## config.mk

```make
export PLATFORM = sky130hd
export DESIGN_NAME = pmv_port_ctrl_regs
export DESIGN_NICKNAME = d
export VERILOG_FILES = /design/src/pmv_pkg.sv /design/src/pmv_port_ctrl_regs.sv /design/src/pmv_fwd_filter.sv
export SDC_FILE = /design/constraint.sdc
export NUM_CORES = 1
export LEC_CHECK = 0
export ABC_AREA = 1
export BUFFER_PORTS_ARGS = -buffer_cell sky130_fd_sc_hd__buf_2
export CORE_UTILIZATION = 47
export CTS_BUF_LIST = sky130_fd_sc_hd__clkbuf_8
export DETAILED_ROUTE_END_ITERATION = 8
export GPL_TIMING_DRIVEN = 0
export HOLD_SLACK_MARGIN = 0.15
export PLACE_DENSITY = 0.85
export SLEW_MARGIN = 20
export SYNTH_ARGS = -nofsm -noshare
export SYNTH_HDL_FRONTEND = slang
export SYNTH_SLANG_ARGS = --single-unit
export TNS_END_PERCENT = 20
```

## constraint.sdc

```tcl
create_clock -name core_clk -period 1.4 [get_ports core_clk]
set_input_delay 0.14 -clock core_clk [delete_from_list [all_inputs] [get_ports core_clk]]
set_output_delay 0.14 -clock core_clk [all_outputs]
set_load 0.005 [all_outputs]
```

## src/pmv_pkg.sv

```systemverilog
// shared constants for the port mirror, vlan and flow control register bank
package pmv_pkg;
    localparam int NPORT  = 3;
    localparam int ADDR_W = 8;
    localparam int DATA_W = 32;
    localparam int REG_W  = 8;
    localparam int TAG_W  = 16;
    localparam int VID_W  = 12;
    localparam int MEM_W  = 3 * NPORT;

    // register index = {port number, register number}; byte address is four times it
    localparam logic [5:0] IDX_P1_CTRL1  = 6'h11;
    localparam logic [5:0] IDX_P1_CTRL2  = 6'h12;
    localparam logic [5:0] IDX_P1_TAG_HI = 6'h13;
    localparam logic [5:0] IDX_P1_TAG_LO = 6'h14;
    localparam logic [5:0] IDX_P2_CTRL1  = 6'h21;
    localparam logic [5:0] IDX_P2_CTRL2  = 6'h22;
    localparam logic [5:0] IDX_P2_TAG_HI = 6'h23;
    localparam logic [5:0] IDX_P2_TAG_LO = 6'h24;
    localparam logic [5:0] IDX_P3_CTRL1  = 6'h31;
    localparam logic [5:0] IDX_P3_CTRL2  = 6'h32;
    localparam logic [5:0] IDX_P3_TAG_HI = 6'h33;
    localparam logic [5:0] IDX_P3_TAG_LO = 6'h34;
    localparam logic [1:0] PORT_FIRST    = 2'h1;
    localparam logic [1:0] PORT_LAST     = 2'h3;
    localparam logic [3:0] REG_CTRL1     = 4'h1;
    localparam logic [3:0] REG_CTRL2     = 4'h2;
    localparam logic [3:0] REG_TAG_HI    = 4'h3;
    localparam logic [3:0] REG_TAG_LO    = 4'h4;
    localparam logic [1:0] ALIGN_OK      = 2'h0;

    // first control register fields
    localparam int B_SNIFFER = 7;
    localparam int B_RX_SNIFF = 6;
    localparam int B_TX_SNIFF = 5;
    localparam int B_DBL_TAG = 4;
    localparam int MEM_HI = 2;
    localparam int MEM_LO = 0;
    // second control register fields
    localparam int B_IN_FILT = 6;
    localparam int B_DISC_NPVID = 5;
    localparam int B_FORCE_FC = 4;
    localparam int B_BACKPRES = 3;
    localparam logic [7:0] FC_MASK    = 8'h10;
    localparam logic [7:0] BP_MASK    = 8'h08;
    localparam logic [7:0] CTRL2_MASK = 8'h78;

    localparam logic [7:0] CTRL1_RST  = 8'h00;
    localparam logic [7:0] CTRL2_RST  = 8'h00;
    localparam logic [7:0] TAG_HI_RST = 8'h00;
    localparam logic [7:0] TAG_LO_RST = 8'h01;
    localparam logic [7:0] OWN_BIT    = 8'h01;

    // two cycles fill the strap synchroniser, straps load on the third
    localparam logic [1:0] INIT_LOAD_CNT = 2'h2;
    localparam logic [1:0] INIT_DONE_CNT = 2'h3;
endpackage

```

## src/pmv_port_ctrl_regs.sv

```systemverilog
// per-port mirror, vlan and flow control registers with apb access
//
// Summary of operation
// - A port whose mirror-destination bit is one also transmits every packet marked as monitored, except packets it received itself and dropped packets.
// - Receive mirroring marks each packet received on the port and copies it to the mirror port.
// - Transmit mirroring marks each packet sent on the port and copies it to the mirror port.
// - Double tagging adds the ingress port default tag to every packet, tagged or not.
// - Membership bit 2 stands for port 3, bit 1 for port 2 and bit 0 for port 1; one includes.
// - Packets from a port go only to egress ports inside that port's membership or, as mirror copies, to the mirror port.
// - Ingress filtering drops packets whose vlan table membership leaves out the ingress port.
// - The discard bit drops packets whose vlan id differs from the port default vlan id.
// - Forced flow control turns flow control on regardless of the negotiated result.
// - On port 3 the forced bit does nothing and a global control bit governs flow control.
// - The forced flow-control reset value of ports 1 and 2 comes from each port's strap.
// - The back-pressure bit enables half-duplex back pressure on the port.
// - Every port's back-pressure reset value comes from the shared back-pressure strap.
// - The default tag holds priority, cfi and a 12-bit vlan id split over two registers.
//
// Local design decision: the APB slave port.
`timescale 1ns/1ps
module pmv_port_ctrl_regs (
    // clock and reset
    input  wire logic        core_clk,
    input  wire logic        rst_n,
    // apb slave
    input  wire logic        psel,
    input  wire logic        penable,
    input  wire logic        pwrite,
    input  wire logic [7:0]  paddr,
    input  wire logic [31:0] pwdata,
    input  wire logic [3:0]  pstrb,
    output logic [31:0]      prdata,
    output logic             pready,
    output logic             pslverr,
    // strap pins
    input  wire logic        strap_force_fc_p1,
    input  wire logic        strap_force_fc_p2,
    input  wire logic        strap_backpressure_on,
    input  wire logic        strap_member_p1_to_p3,
    input  wire logic        strap_member_p1_to_p2,
    input  wire logic        strap_member_p2_to_p3,
    input  wire logic        strap_member_p2_to_p1,
    input  wire logic        strap_member_p3_to_p2,
    input  wire logic        strap_member_p3_to_p1,
    // link status from the mac side
    input  wire logic [2:0]  an_flow_ctrl_ok,
    input  wire logic        global_fc_p3,
    // packet descriptor
    input  wire logic        pkt_valid,
    input  wire logic [1:0]  pkt_port,
    input  wire logic [2:0]  pkt_dest,
    input  wire logic [11:0] pkt_vid,
    input  wire logic [2:0]  pkt_vlan_member,
    // per-port configuration out
    output logic [2:0]       sniffer_port,
    output logic [2:0]       rx_sniff,
    output logic [2:0]       tx_sniff,
    output logic [2:0]       double_tag,
    output logic [8:0]       vlan_member,
    output logic [2:0]       ingress_filter,
    output logic [2:0]       discard_non_port_default_vlan_id,
    output logic [2:0]       flow_ctrl_on,
    output logic [2:0]       backpressure_on,
    output logic [47:0]      default_tag,
    output logic [35:0]      port_default_vlan_id,
    // forwarding decision
    output logic             fwd_valid,
    output logic [2:0]       fwd_mask,
    output logic             fwd_drop,
    output logic             fwd_monitored,
    output logic             fwd_add_tag,
    output logic [15:0]      fwd_tag
);
    localparam int NP = pmv_pkg::NPORT;

    function automatic logic addr_hit(input logic [7:0] a);
        addr_hit = (a[1:0] == pmv_pkg::ALIGN_OK) &&
                   (a[7:6] >= pmv_pkg::PORT_FIRST) && (a[7:6] <= pmv_pkg::PORT_LAST) &&
                   (a[5:2] >= pmv_pkg::REG_CTRL1) && (a[5:2] <= pmv_pkg::REG_TAG_LO);
    endfunction

    // strap synchroniser, layout fixed by the assign below
    logic [8:0] strap_raw;
    logic [8:0] strap_s1_ff;
    logic [8:0] strap_s2_ff;
    logic [2:0] strap_mem [0:NP-1];
    logic [2:0] strap_fc;
    logic       strap_bp;

    logic [1:0] init_cnt_ff;
    logic [1:0] nxt_init_cnt;
    logic       strap_load;
    logic       init_done;

    logic [7:0] ctrl1_ff  [0:NP-1];
    logic [7:0] ctrl2_ff  [0:NP-1];
    logic [7:0] tag_hi_ff [0:NP-1];
    logic [7:0] tag_lo_ff [0:NP-1];
    logic [2:0] fc_on_ff;
    logic [2:0] nxt_fc_on;

    logic        pready_ff;
    logic        pslverr_ff;
    logic [31:0] prdata_ff;
    logic        take;
    logic        done;
    logic        wr_en;
    logic [1:0]  acc_port;
    logic [3:0]  acc_reg;
    logic [1:0]  acc_pidx;
    logic        hit;
    logic [7:0]  rd_byte;
    logic [7:0]  wr_byte;

    assign strap_raw = {strap_member_p3_to_p1, strap_member_p3_to_p2,
                        strap_member_p2_to_p1, strap_member_p2_to_p3,
                        strap_member_p1_to_p2, strap_member_p1_to_p3,
                        strap_backpressure_on, strap_force_fc_p2, strap_force_fc_p1};

    always_ff @(posedge core_clk or negedge rst_n) begin
        if (!rst_n) begin
            strap_s1_ff <= 9'h000;
            strap_s2_ff <= 9'h000;
        end else begin
            strap_s1_ff <= strap_raw;
            strap_s2_ff <= strap_s1_ff;
        end
    end

    // membership straps, own bit always one
    assign strap_mem[0] = {strap_s2_ff[3], strap_s2_ff[4], 1'b1};
    assign strap_mem[1] = {strap_s2_ff[5], 1'b1, strap_s2_ff[6]};
    assign strap_mem[2] = {1'b1, strap_s2_ff[7], strap_s2_ff[8]};
    // port 3 has no forced flow-control strap
    assign strap_fc     = {1'b0, strap_s2_ff[1], strap_s2_ff[0]};
    assign strap_bp     = strap_s2_ff[2];

    // straps cannot be captured under async reset; they load just after release
    assign strap_load   = (init_cnt_ff == pmv_pkg::INIT_LOAD_CNT);
    assign init_done    = (init_cnt_ff == pmv_pkg::INIT_DONE_CNT);
    assign nxt_init_cnt = init_done ? init_cnt_ff : init_cnt_ff + 2'h1;

    always_ff @(posedge core_clk or negedge rst_n) begin
        if (!rst_n) begin
            init_cnt_ff <= 2'h0;
        end else begin
            init_cnt_ff <= nxt_init_cnt;
        end
    end

    // apb decode; ready is withheld until straps are in so no write races the load
    assign acc_port = paddr[7:6];
    assign acc_reg  = paddr[5:2];
    assign acc_pidx = acc_port - 2'h1;
    assign hit      = addr_hit(paddr);
    assign take     = psel & ~pready_ff & init_done;
    assign done     = psel & penable & pready_ff;
    assign wr_en    = done & pwrite & ~pslverr_ff & pstrb[0];
    assign wr_byte  = pwdata[pmv_pkg::REG_W-1:0];

    assign rd_byte = ~hit ? 8'h00 :
                     (acc_reg == pmv_pkg::REG_CTRL1)  ? ctrl1_ff[acc_pidx] :
                     (acc_reg == pmv_pkg::REG_CTRL2)  ? (ctrl2_ff[acc_pidx] & pmv_pkg::CTRL2_MASK) :
                     (acc_reg == pmv_pkg::REG_TAG_HI) ? tag_hi_ff[acc_pidx] :
                     tag_lo_ff[acc_pidx];

    always_ff @(posedge core_clk or negedge rst_n) begin
        if (!rst_n) begin
            pready_ff  <= 1'b0;
            pslverr_ff <= 1'b0;
            prdata_ff  <= 32'h0000_0000;
        end else if (take) begin
            pready_ff  <= 1'b1;
            pslverr_ff <= ~hit;
            prdata_ff  <= pwrite ? 32'h0000_0000 : {24'h00_0000, rd_byte};
        end else if (done) begin
            pready_ff  <= 1'b0;
            pslverr_ff <= 1'b0;
        end
    end

    genvar gi;
    generate
        for (gi = 0; gi < NP; gi++) begin : g_port
            localparam logic [1:0] PNUM = 2'(gi + 1);
            localparam logic [7:0] C1_RST = pmv_pkg::CTRL1_RST | 8'(pmv_pkg::OWN_BIT << gi);
            logic       sel_p;
            logic       wr_c1;
            logic       wr_c2;
            logic       wr_th;
            logic       wr_tl;
            logic [7:0] ld_c2;
            logic [7:0] nxt_c1;
            logic [7:0] nxt_c2;
            logic [7:0] nxt_th;
            logic [7:0] nxt_tl;

            assign sel_p = wr_en & (acc_port == PNUM);
            assign wr_c1 = sel_p & (acc_reg == pmv_pkg::REG_CTRL1);
            assign wr_c2 = sel_p & (acc_reg == pmv_pkg::REG_CTRL2);
            assign wr_th = sel_p & (acc_reg == pmv_pkg::REG_TAG_HI);
            assign wr_tl = sel_p & (acc_reg == pmv_pkg::REG_TAG_LO);

            assign ld_c2  = (ctrl2_ff[gi] & ~(pmv_pkg::FC_MASK | pmv_pkg::BP_MASK)) |
                            (strap_fc[gi] ? pmv_pkg::FC_MASK : 8'h00) |
                            (strap_bp ? pmv_pkg::BP_MASK : 8'h00);
            assign nxt_c1 = strap_load ? {ctrl1_ff[gi][7:3], strap_mem[gi]} :
                            wr_c1 ? wr_byte : ctrl1_ff[gi];
            // reserved and out-of-scope bits of the second register stay zero
            assign nxt_c2 = strap_load ? ld_c2 :
                            wr_c2 ? (wr_byte & pmv_pkg::CTRL2_MASK) : ctrl2_ff[gi];
            assign nxt_th = wr_th ? wr_byte : tag_hi_ff[gi];
            assign nxt_tl = wr_tl ? wr_byte : tag_lo_ff[gi];

            always_ff @(posedge core_clk or negedge rst_n) begin
                if (!rst_n) begin
                    ctrl1_ff[gi]  <= C1_RST;
                    ctrl2_ff[gi]  <= pmv_pkg::CTRL2_RST;
                    tag_hi_ff[gi] <= pmv_pkg::TAG_HI_RST;
                    tag_lo_ff[gi] <= pmv_pkg::TAG_LO_RST;
                end else begin
                    ctrl1_ff[gi]  <= nxt_c1;
                    ctrl2_ff[gi]  <= nxt_c2;
                    tag_hi_ff[gi] <= nxt_th;
                    tag_lo_ff[gi] <= nxt_tl;
                end
            end

            assign sniffer_port[gi]     = ctrl1_ff[gi][pmv_pkg::B_SNIFFER];
            assign rx_sniff[gi]         = ctrl1_ff[gi][pmv_pkg::B_RX_SNIFF];
            assign tx_sniff[gi]         = ctrl1_ff[gi][pmv_pkg::B_TX_SNIFF];
            assign double_tag[gi]       = ctrl1_ff[gi][pmv_pkg::B_DBL_TAG];
            assign vlan_member[3*gi +: 3] = ctrl1_ff[gi][pmv_pkg::MEM_HI:pmv_pkg::MEM_LO];
            assign ingress_filter[gi]   = ctrl2_ff[gi][pmv_pkg::B_IN_FILT];
            assign discard_non_port_default_vlan_id[gi] = ctrl2_ff[gi][pmv_pkg::B_DISC_NPVID];
            assign backpressure_on[gi]  = ctrl2_ff[gi][pmv_pkg::B_BACKPRES];
            assign default_tag[16*gi +: 16] = {tag_hi_ff[gi], tag_lo_ff[gi]};
            assign port_default_vlan_id[12*gi +: 12] =
                {tag_hi_ff[gi][3:0], tag_lo_ff[gi]};
        end
    endgenerate

    // registered so the output never glitches on a negotiation change
    assign nxt_fc_on = {global_fc_p3,
                        ctrl2_ff[1][pmv_pkg::B_FORCE_FC] | an_flow_ctrl_ok[1],
                        ctrl2_ff[0][pmv_pkg::B_FORCE_FC] | an_flow_ctrl_ok[0]};

    always_ff @(posedge core_clk or negedge rst_n) begin
        if (!rst_n) begin
            fc_on_ff <= 3'h0;
        end else begin
            fc_on_ff <= nxt_fc_on;
        end
    end

    assign flow_ctrl_on = fc_on_ff;
    assign prdata       = prdata_ff;
    assign pready       = pready_ff;
    assign pslverr      = pslverr_ff;

    // several mirror ports are tolerated; each one other than the ingress port gets the copy
    pmv_fwd_filter u_fwd (
        .core_clk        (core_clk),
        .rst_n           (rst_n),
        .cfg_sniffer     (sniffer_port),
        .cfg_rx_sniff    (rx_sniff),
        .cfg_tx_sniff    (tx_sniff),
        .cfg_dbl_tag     (double_tag),
        .cfg_member      (vlan_member),
        .cfg_in_filt     (ingress_filter),
        .cfg_disc_npvid  (discard_non_port_default_vlan_id),
        .cfg_def_tag     (default_tag),
        .pkt_valid       (pkt_valid),
        .pkt_port        (pkt_port),
        .pkt_dest        (pkt_dest),
        .pkt_vid         (pkt_vid),
        .pkt_vlan_member (pkt_vlan_member),
        .fwd_valid       (fwd_valid),
        .fwd_mask        (fwd_mask),
        .fwd_drop        (fwd_drop),
        .fwd_monitored   (fwd_monitored),
        .fwd_add_tag     (fwd_add_tag),
        .fwd_tag         (fwd_tag)
    );
endmodule

```

## src/pmv_fwd_filter.sv

```systemverilog
// forwarding filter: membership, vlan drop, mirroring and double tagging
`timescale 1ns/1ps
module pmv_fwd_filter (
    // clock and reset
    input  wire logic        core_clk,
    input  wire logic        rst_n,
    // per-port configuration
    input  wire logic [2:0]  cfg_sniffer,
    input  wire logic [2:0]  cfg_rx_sniff,
    input  wire logic [2:0]  cfg_tx_sniff,
    input  wire logic [2:0]  cfg_dbl_tag,
    input  wire logic [8:0]  cfg_member,
    input  wire logic [2:0]  cfg_in_filt,
    input  wire logic [2:0]  cfg_disc_npvid,
    input  wire logic [47:0] cfg_def_tag,
    // packet descriptor
    input  wire logic        pkt_valid,
    input  wire logic [1:0]  pkt_port,
    input  wire logic [2:0]  pkt_dest,
    input  wire logic [11:0] pkt_vid,
    input  wire logic [2:0]  pkt_vlan_member,
    // forwarding decision
    output logic             fwd_valid,
    output logic [2:0]       fwd_mask,
    output logic             fwd_drop,
    output logic             fwd_monitored,
    output logic             fwd_add_tag,
    output logic [15:0]      fwd_tag
);
    function automatic logic pick_bit(input logic [2:0] v, input logic [1:0] p);
        pick_bit = (p < pmv_pkg::PORT_LAST) ? v[p] : 1'b0;
    endfunction

    function automatic logic [15:0] pick_tag(input logic [47:0] t, input logic [1:0] p);
        case (p)
            2'h0: pick_tag = t[15:0];
            2'h1: pick_tag = t[31:16];
            2'h2: pick_tag = t[47:32];
            default: pick_tag = 16'h0000;
        endcase
    endfunction

    function automatic logic [2:0] pick_mem(input logic [8:0] m, input logic [1:0] p);
        case (p)
            2'h0: pick_mem = m[2:0];
            2'h1: pick_mem = m[5:3];
            2'h2: pick_mem = m[8:6];
            default: pick_mem = 3'h0;
        endcase
    endfunction

    logic [2:0]  ing_oh;
    logic [2:0]  ing_member;
    logic [15:0] ing_tag;
    logic        filt_drop;
    logic        disc_drop;
    logic [2:0]  egress;
    logic        monitored;
    logic [2:0]  mirror_mask;
    logic        fwd_valid_ff;
    logic [2:0]  fwd_mask_ff;
    logic        fwd_drop_ff;
    logic        fwd_mon_ff;
    logic        fwd_add_tag_ff;
    logic [15:0] fwd_tag_ff;

    assign ing_oh     = 3'h1 << pkt_port;
    assign ing_member = pick_mem(cfg_member, pkt_port);
    assign ing_tag    = pick_tag(cfg_def_tag, pkt_port);
    assign filt_drop  = pick_bit(cfg_in_filt, pkt_port) & ~|(pkt_vlan_member & ing_oh);
    assign disc_drop  = pick_bit(cfg_disc_npvid, pkt_port) &
                        (pkt_vid != ing_tag[pmv_pkg::VID_W-1:0]);
    assign egress     = pkt_dest & ing_member & ~ing_oh;
    // mark the packet; the sniffer then gets a copy
    assign monitored  = pick_bit(cfg_rx_sniff, pkt_port) | (|(egress & cfg_tx_sniff));
    assign mirror_mask = monitored ? (cfg_sniffer & ~ing_oh) : 3'h0;

    always_ff @(posedge core_clk or negedge rst_n) begin
        if (!rst_n) begin
            fwd_valid_ff   <= 1'b0;
            fwd_mask_ff    <= 3'h0;
            fwd_drop_ff    <= 1'b0;
            fwd_mon_ff     <= 1'b0;
            fwd_add_tag_ff <= 1'b0;
            fwd_tag_ff     <= 16'h0000;
        end else begin
            fwd_valid_ff   <= pkt_valid;
            fwd_mask_ff    <= (filt_drop | disc_drop) ? 3'h0 : (egress | mirror_mask);
            fwd_drop_ff    <= filt_drop | disc_drop;
            fwd_mon_ff     <= monitored;
            fwd_add_tag_ff <= pick_bit(cfg_dbl_tag, pkt_port);
            fwd_tag_ff     <= ing_tag;
        end
    end

    assign fwd_valid     = fwd_valid_ff;
    assign fwd_mask      = fwd_mask_ff;
    assign fwd_drop      = fwd_drop_ff;
    assign fwd_monitored = fwd_mon_ff;
    assign fwd_add_tag   = fwd_add_tag_ff;
    assign fwd_tag       = fwd_tag_ff;
endmodule

```

[After elaboration in Yosys (flattened, before gate mapping)]
Index checks and enable logic that the tools add are counted.
Operators by class
  divide/modulo/power cells: 0
  $lt $le $gt $ge: 7
  shift-type cells: 1
  bitwise gates (word level): 45
  add/subtract/negate cells: 2
  multiply operators: 0
  reduce and logical (&&, ||, !) cells: 19
  equal/unequal tests: 12
  mux-type cells: 51
Operators with widths (number)
  $mux 8: 17
  $bmux 8 s2: 4
  $pmux 16 s3: 1
  $and 1x1->1: 24
  $mux 3: 8
  $or 8x5->8: 2
  $or 8x8->8: 2
  $and 3x3->3: 5
  $mux 7: 2
  $reduce_bool 2->1: 7
  $ne 12x12->1: 1
  $mux 1: 11
  $eq 2x2->1 const B: 5
  $mux 5: 2
  $pmux 3 s3: 1
  $bmux 1 s2: 4
  $eq 4x2->1 const B: 2
  $or 8x4->8: 1
  $reduce_and 2->1: 3
  $reduce_or 3->1: 2
  $eq 2x1->1 const B: 2
  $eq 4x1->1 const B: 1
  $eq 4x3->1 const B: 1
  $ge 4x1->1 const B: 1
  18 further kinds: 28
Word-level totals
  output and inout port bits: 174
  flip-flop bits (word level): 176
  memories kept: 0
  bits in latches: 0
  bits in writable memories: 0
  input port bits: 83
  logic and storage cells: 165
  ROM bits: 0

[Depth between registers and ports, before layout]
  depth after elaboration: 10
  mapped depth: 15
  depth with buffers taken out: 12

[Modules after synthesis]
Synthesis repeated with hierarchy kept, for this count alone.
Second synthesis, totals
  cells, all modules: 964
  area, all modules: 7684.9 um^2
By module, submodules not included
  pmv_port_ctrl_regs: area an instance 6139.6 um^2, instances 1, cells each 740, sequential area each 2935.3 um^2
  pmv_fwd_filter: area an instance 1545.2 um^2, instances 1, cells each 224, sequential area each 575.6 um^2

[Worst setup path before layout]
No wires, ideal clock.
  path type: input -> register
  start point: input port paddr[6]
  end point: register prdata_ff[4] (netlist: prdata[4])
  buffers on the path: 4
  slack: -689 ps
  setup time: 117 ps
  data required time: 1283 ps
  stages on the path: 15
  arrival time: 1973 ps
  cell sequence: buf_2 > clkinv_1 > clkbuf_1 > ha_1 > buf_2 > inv_1 > clkbuf_1 > a21oi_1 > o21ai_0 > nand2_1 > nand2_1 > o211ai_1 > o211ai_1 > nand2_1 > nand2_1
Between the ends
  word-level cells in the longest chain between the ends: 10
  elaborated cells on any way between the ends: 25
  classes of those cells: add/sub: 1; order compare: 2; mux: 17; bitwise: 1; reduce/logical: 4
Ends and longest elaborated chain
  start: declaration: RTL line pmv_port_ctrl_regs.sv:29  | input wire logic [7:0] paddr,
  $sub 2x1->2: RTL line pmv_port_ctrl_regs.sv:154  | assign acc_pidx = acc_port - 2'h1;
  $not 2->3 (implied by the code)
  $bmux 8 s2, on equally long branches: RTL line pmv_port_ctrl_regs.sv:165, pmv_port_ctrl_regs.sv:164
  $mux 8, on equally long branches (2 in series): RTL line pmv_port_ctrl_regs.sv:165, pmv_port_ctrl_regs.sv:164
  $mux 8: RTL line pmv_port_ctrl_regs.sv:164  | (acc_reg == pmv_pkg::REG_TAG_HI) ? tag_hi_ff[acc_pidx] :
  $mux 8: RTL line pmv_port_ctrl_regs.sv:163  | (acc_reg == pmv_pkg::REG_CTRL2) ? (ctrl2_ff[acc_pidx] & pmv_pkg::CTRL2_MASK) :
  $mux 8: RTL line pmv_port_ctrl_regs.sv:162  | (acc_reg == pmv_pkg::REG_CTRL1) ? ctrl1_ff[acc_pidx] :
  $mux 8 *: RTL line pmv_port_ctrl_regs.sv:161  | assign rd_byte = ~hit ? 8'h00 :
  $mux 8 *: RTL line pmv_port_ctrl_regs.sv:175  | prdata_ff <= pwrite ? 32'h0000_0000 : {24'h00_0000, rd_byte};
  end signal: assignment: RTL line pmv_port_ctrl_regs.sv:175
  end: declaration: RTL line pmv_port_ctrl_regs.sv:104  | logic [31:0] prdata_ff;
Mark *: on every way between the ends. The rest lies on a longest branch, timed or not. The select of a mux whose other input is x is not followed.
A chain may end at the register's enable or synchronous reset.

[Final worst setup path]
Ends and elaborated chain as after synthesis.

==> out/metrics.cfg <==
[power_and_ir_drop]
power_leakage_nw = 5.83
power_density_nw_per_um2 = 799
irDropWorstVdd_uv = 1060

[floorplan]
start_util_pct = 48.9
die-area_um2 = 15900
rows = 44
die_h_um = 126
boundaryPins = 257
fp.coreArea_um2 = 14800
die_w_um = 126

[global_routing]
grt_first_pass_wirelength_um = 37800
track_usage_pct = 31.2
antenna_found_initial = 0
grt_max_degree = 85
grt_pass1_vias = 7091
gr-total-overflow = 0

[timing]
rsz0062_at_grt = true
finalCritPeriodShare_pct = 137
layout_min_cycle_time_ps = 1920
fin_hold_ws_ps = 150
finalSetupViolCount = 100
skew_ps = 10.5
worst_slew_pin_slew_ps = 1060
slew_violations = 0
slew_headroom_pct = 29.1
max_freq_ghz = 0.520
finalHoldViolCount = 0
fin_ws_ps = -522

[clocking]
root_buffer = clkbuf_8
cts_tree = built
clk_latency_ps = 460
cts.path.max_buffers = 2
cts-buffers-inserted = 17
ctsHoldBuffers = 34
path_clk_slew_ps = 80
cts.sinks = 140
htree_levels = 4

[logic_synthesis]
synth_cell_types = 35
syn-cell-area_um2 = 7220
ys_async_sr_fraction_pct = 100
synth_top_area_share_pct = 46.5
synth_edf_count = 0
yosysTopAreaCell = dfrtp_1
seq_area_frac_synth_pct = 48.6
syn_inst = 886
yosysWarnings = 0
synth_area_leaders = dfrtp_1, nand2_1, buf_4, o21ai_0, inv_1
synth-main-ff-cell = dfrtp_1
synth.avg_cell_area_um2 = 8.15
yosys_register_bits = 140

[detailed_routing]
via_count = 8279
routedWlPerCell_um = 19.8
finalWirelength_um = 28500
ant_nets = 0
drcViolationCount = 0
drtIter0Drc = 1109
firstDrtPassIters = 6
routed_via_density = 5.75

[setup_path]
cp_max_fo = 10
crit_arrival_ps = 2320
worst_setup_path_end_kind = flip-flop
crit_type = in -> reg
cp-start-kind = input pin
crit_required_ps = 1800
r2r_cells = 7

[run]
drv_cap = 0

[place]
io_buffers = 204
hpwl_um = 16900
routabilityCongestion = 0.917
pre_cts_slack_ps = -871

[final_layout]
final_cell_mix = nand2_1, buf_2, buf_4
antennaDiodeCount = 0
layout.nets = 1333
area_growth_pct = 52.8
layout.cells.most_common = nand2_1
drive_gt1_share_pct = 47.5

[min_path]
holdPathStages = 4
hold_path.class = in -> reg

[status]
violations = setup timing
status = finished, violations left

-- per-layer routing --
metal	global-route usage, %	wire (um)	up-vias
met5	0	0	-
met1	37.9	9840	3873
li1	-	-	3509
met4	14.2	1710	0
met2	52.5	13700	729
met3	7.48	3250	168
-- worst max-delay path, cell delays in order --
cell and delay [ps]:
buf_6 100, buf_12 110, clkinv_8 40, clkbuf_16 130
ha_4 330, inv_6 60, buf_4 130, clkbuf_8 160
o21ai_0 100, o221ai_1 290, o211ai_1 460, nand2_1 170
nand2_1 90
-- state kept, by name, indices dropped and copies added, names as in the netlist, 2 cells and up --
| name | flops |
|---|---|
| backpressure_on | 3 |
| strap_s1_ff | 9 |
| ctrl1_ff | 3 |
| u_fwd.fwd_mask | 3 |
| u_fwd.fwd_tag | 16 |
| ingress_filter | 3 |
| vlan_member | 9 |
| strap_s2_ff | 9 |
| double_tag | 3 |
| discard_non_port_default_vlan_id | 3 |
| flow_ctrl_on | 3 |
| tx_sniff | 3 |
| rx_sniff | 3 |
| default_tag | 48 |
| prdata | 8 |
| init_cnt_ff | 2 |
| sniffer_port | 3 |
| ctrl2_ff | 3 |
-- cell usage after synthesis (2+ instances only) --
cell type	instances
a21boi_0	2
a21oi_1	22
a221oi_1	8
a22oi_1	3
and3_1	2
buf_2	10
buf_4	92
clkbuf_1	20
clkinv_1	3
dfrtp_1	134
dfstp_2	6
ha_1	6
inv_1	71
inv_2	7
nand2_1	245
nand3_1	50
nand4_1	14
nor2_1	41
nor2_2	2
o211ai_1	19
o21ai_0	103
o21ai_1	5
o221ai_1	7
o22ai_1	2
or2_2	2
-- logic make-up (layout without fill, tap and decap cells) --
family / after synthesis / in the layout / share of synthesized area, %
fa+ha+maj: 6 / 6 / 1.04
flops: 140 / 140 / 48.6
simple gates: 362 / 362 / 20.9
compound gates: 173 / 173 / 13.7
other cells: 1 / 24 / 0.0520
xor+xnor: 1 / 1 / 0.121
buf+inv: 203 / 551 / 15.5
-- per-stage QoR --
stage	instances	TNS (ps)	power (W)	area (um2)	util [%]
2_1_floorplan	909	-2240	0.00497	7400	-
3_3_place_gp	1297	-268450	0.00547	8650	58.6
3_5_place_dp	1298	-39480	0.00551	8690	58.9
4_1_cts	1393	-3330	0.00853	10000	67.8
5_1_grt	1441	-14670	0.00910	11000	74.8
6_report	1441	-7510	0.00881	11000	74.8
-- where the power goes --
group / switching [W] / leakage (nW) / internal [W]
registers: 0.000124 / 1.76 / 0.00419
clock network: 0.00153 / 0.207 / 0.00141
logic: 0.000894 / 3.86 / 0.000666
-- worst paths after layout --
path,slack [ps],from,endpoint
max reg2reg,-300,default_tag[36],prdata[4]
min reg2reg,350,strap_s1_ff[8],strap_s2_ff[8]
min,150,paddr[2],ingress_filter[2]
max,-520,paddr[6],prdata[4]
max in group asynchronous,380,rst_n,vlan_member[4]
min in group asynchronous,200,rst_n,u_fwd.fwd_tag[8]
-- cell type report --
class | instances | area [um2]
plain buffers | 121 | 1010
clock buffers | 22 | 303
clock inverters | 10 | 41.3
fillers | 924 | 3720
inverters | 81 | 373
multi-input cells | 566 | 3310
flip-flops and latches | 140 | 3540
well taps | 184 | 230
repair buffers | 317 | 2210
-- repair_timing --
action                     4_1_cts  5_1_grt
pin swaps                       23       34
buffers inserted                24       49
setup endpoints to repair       99      110
cloned                           6        1
hold endpoints to repair       186        1
resized for setup              139      228
No activity file was read; power rests on OpenSTA's default activity.
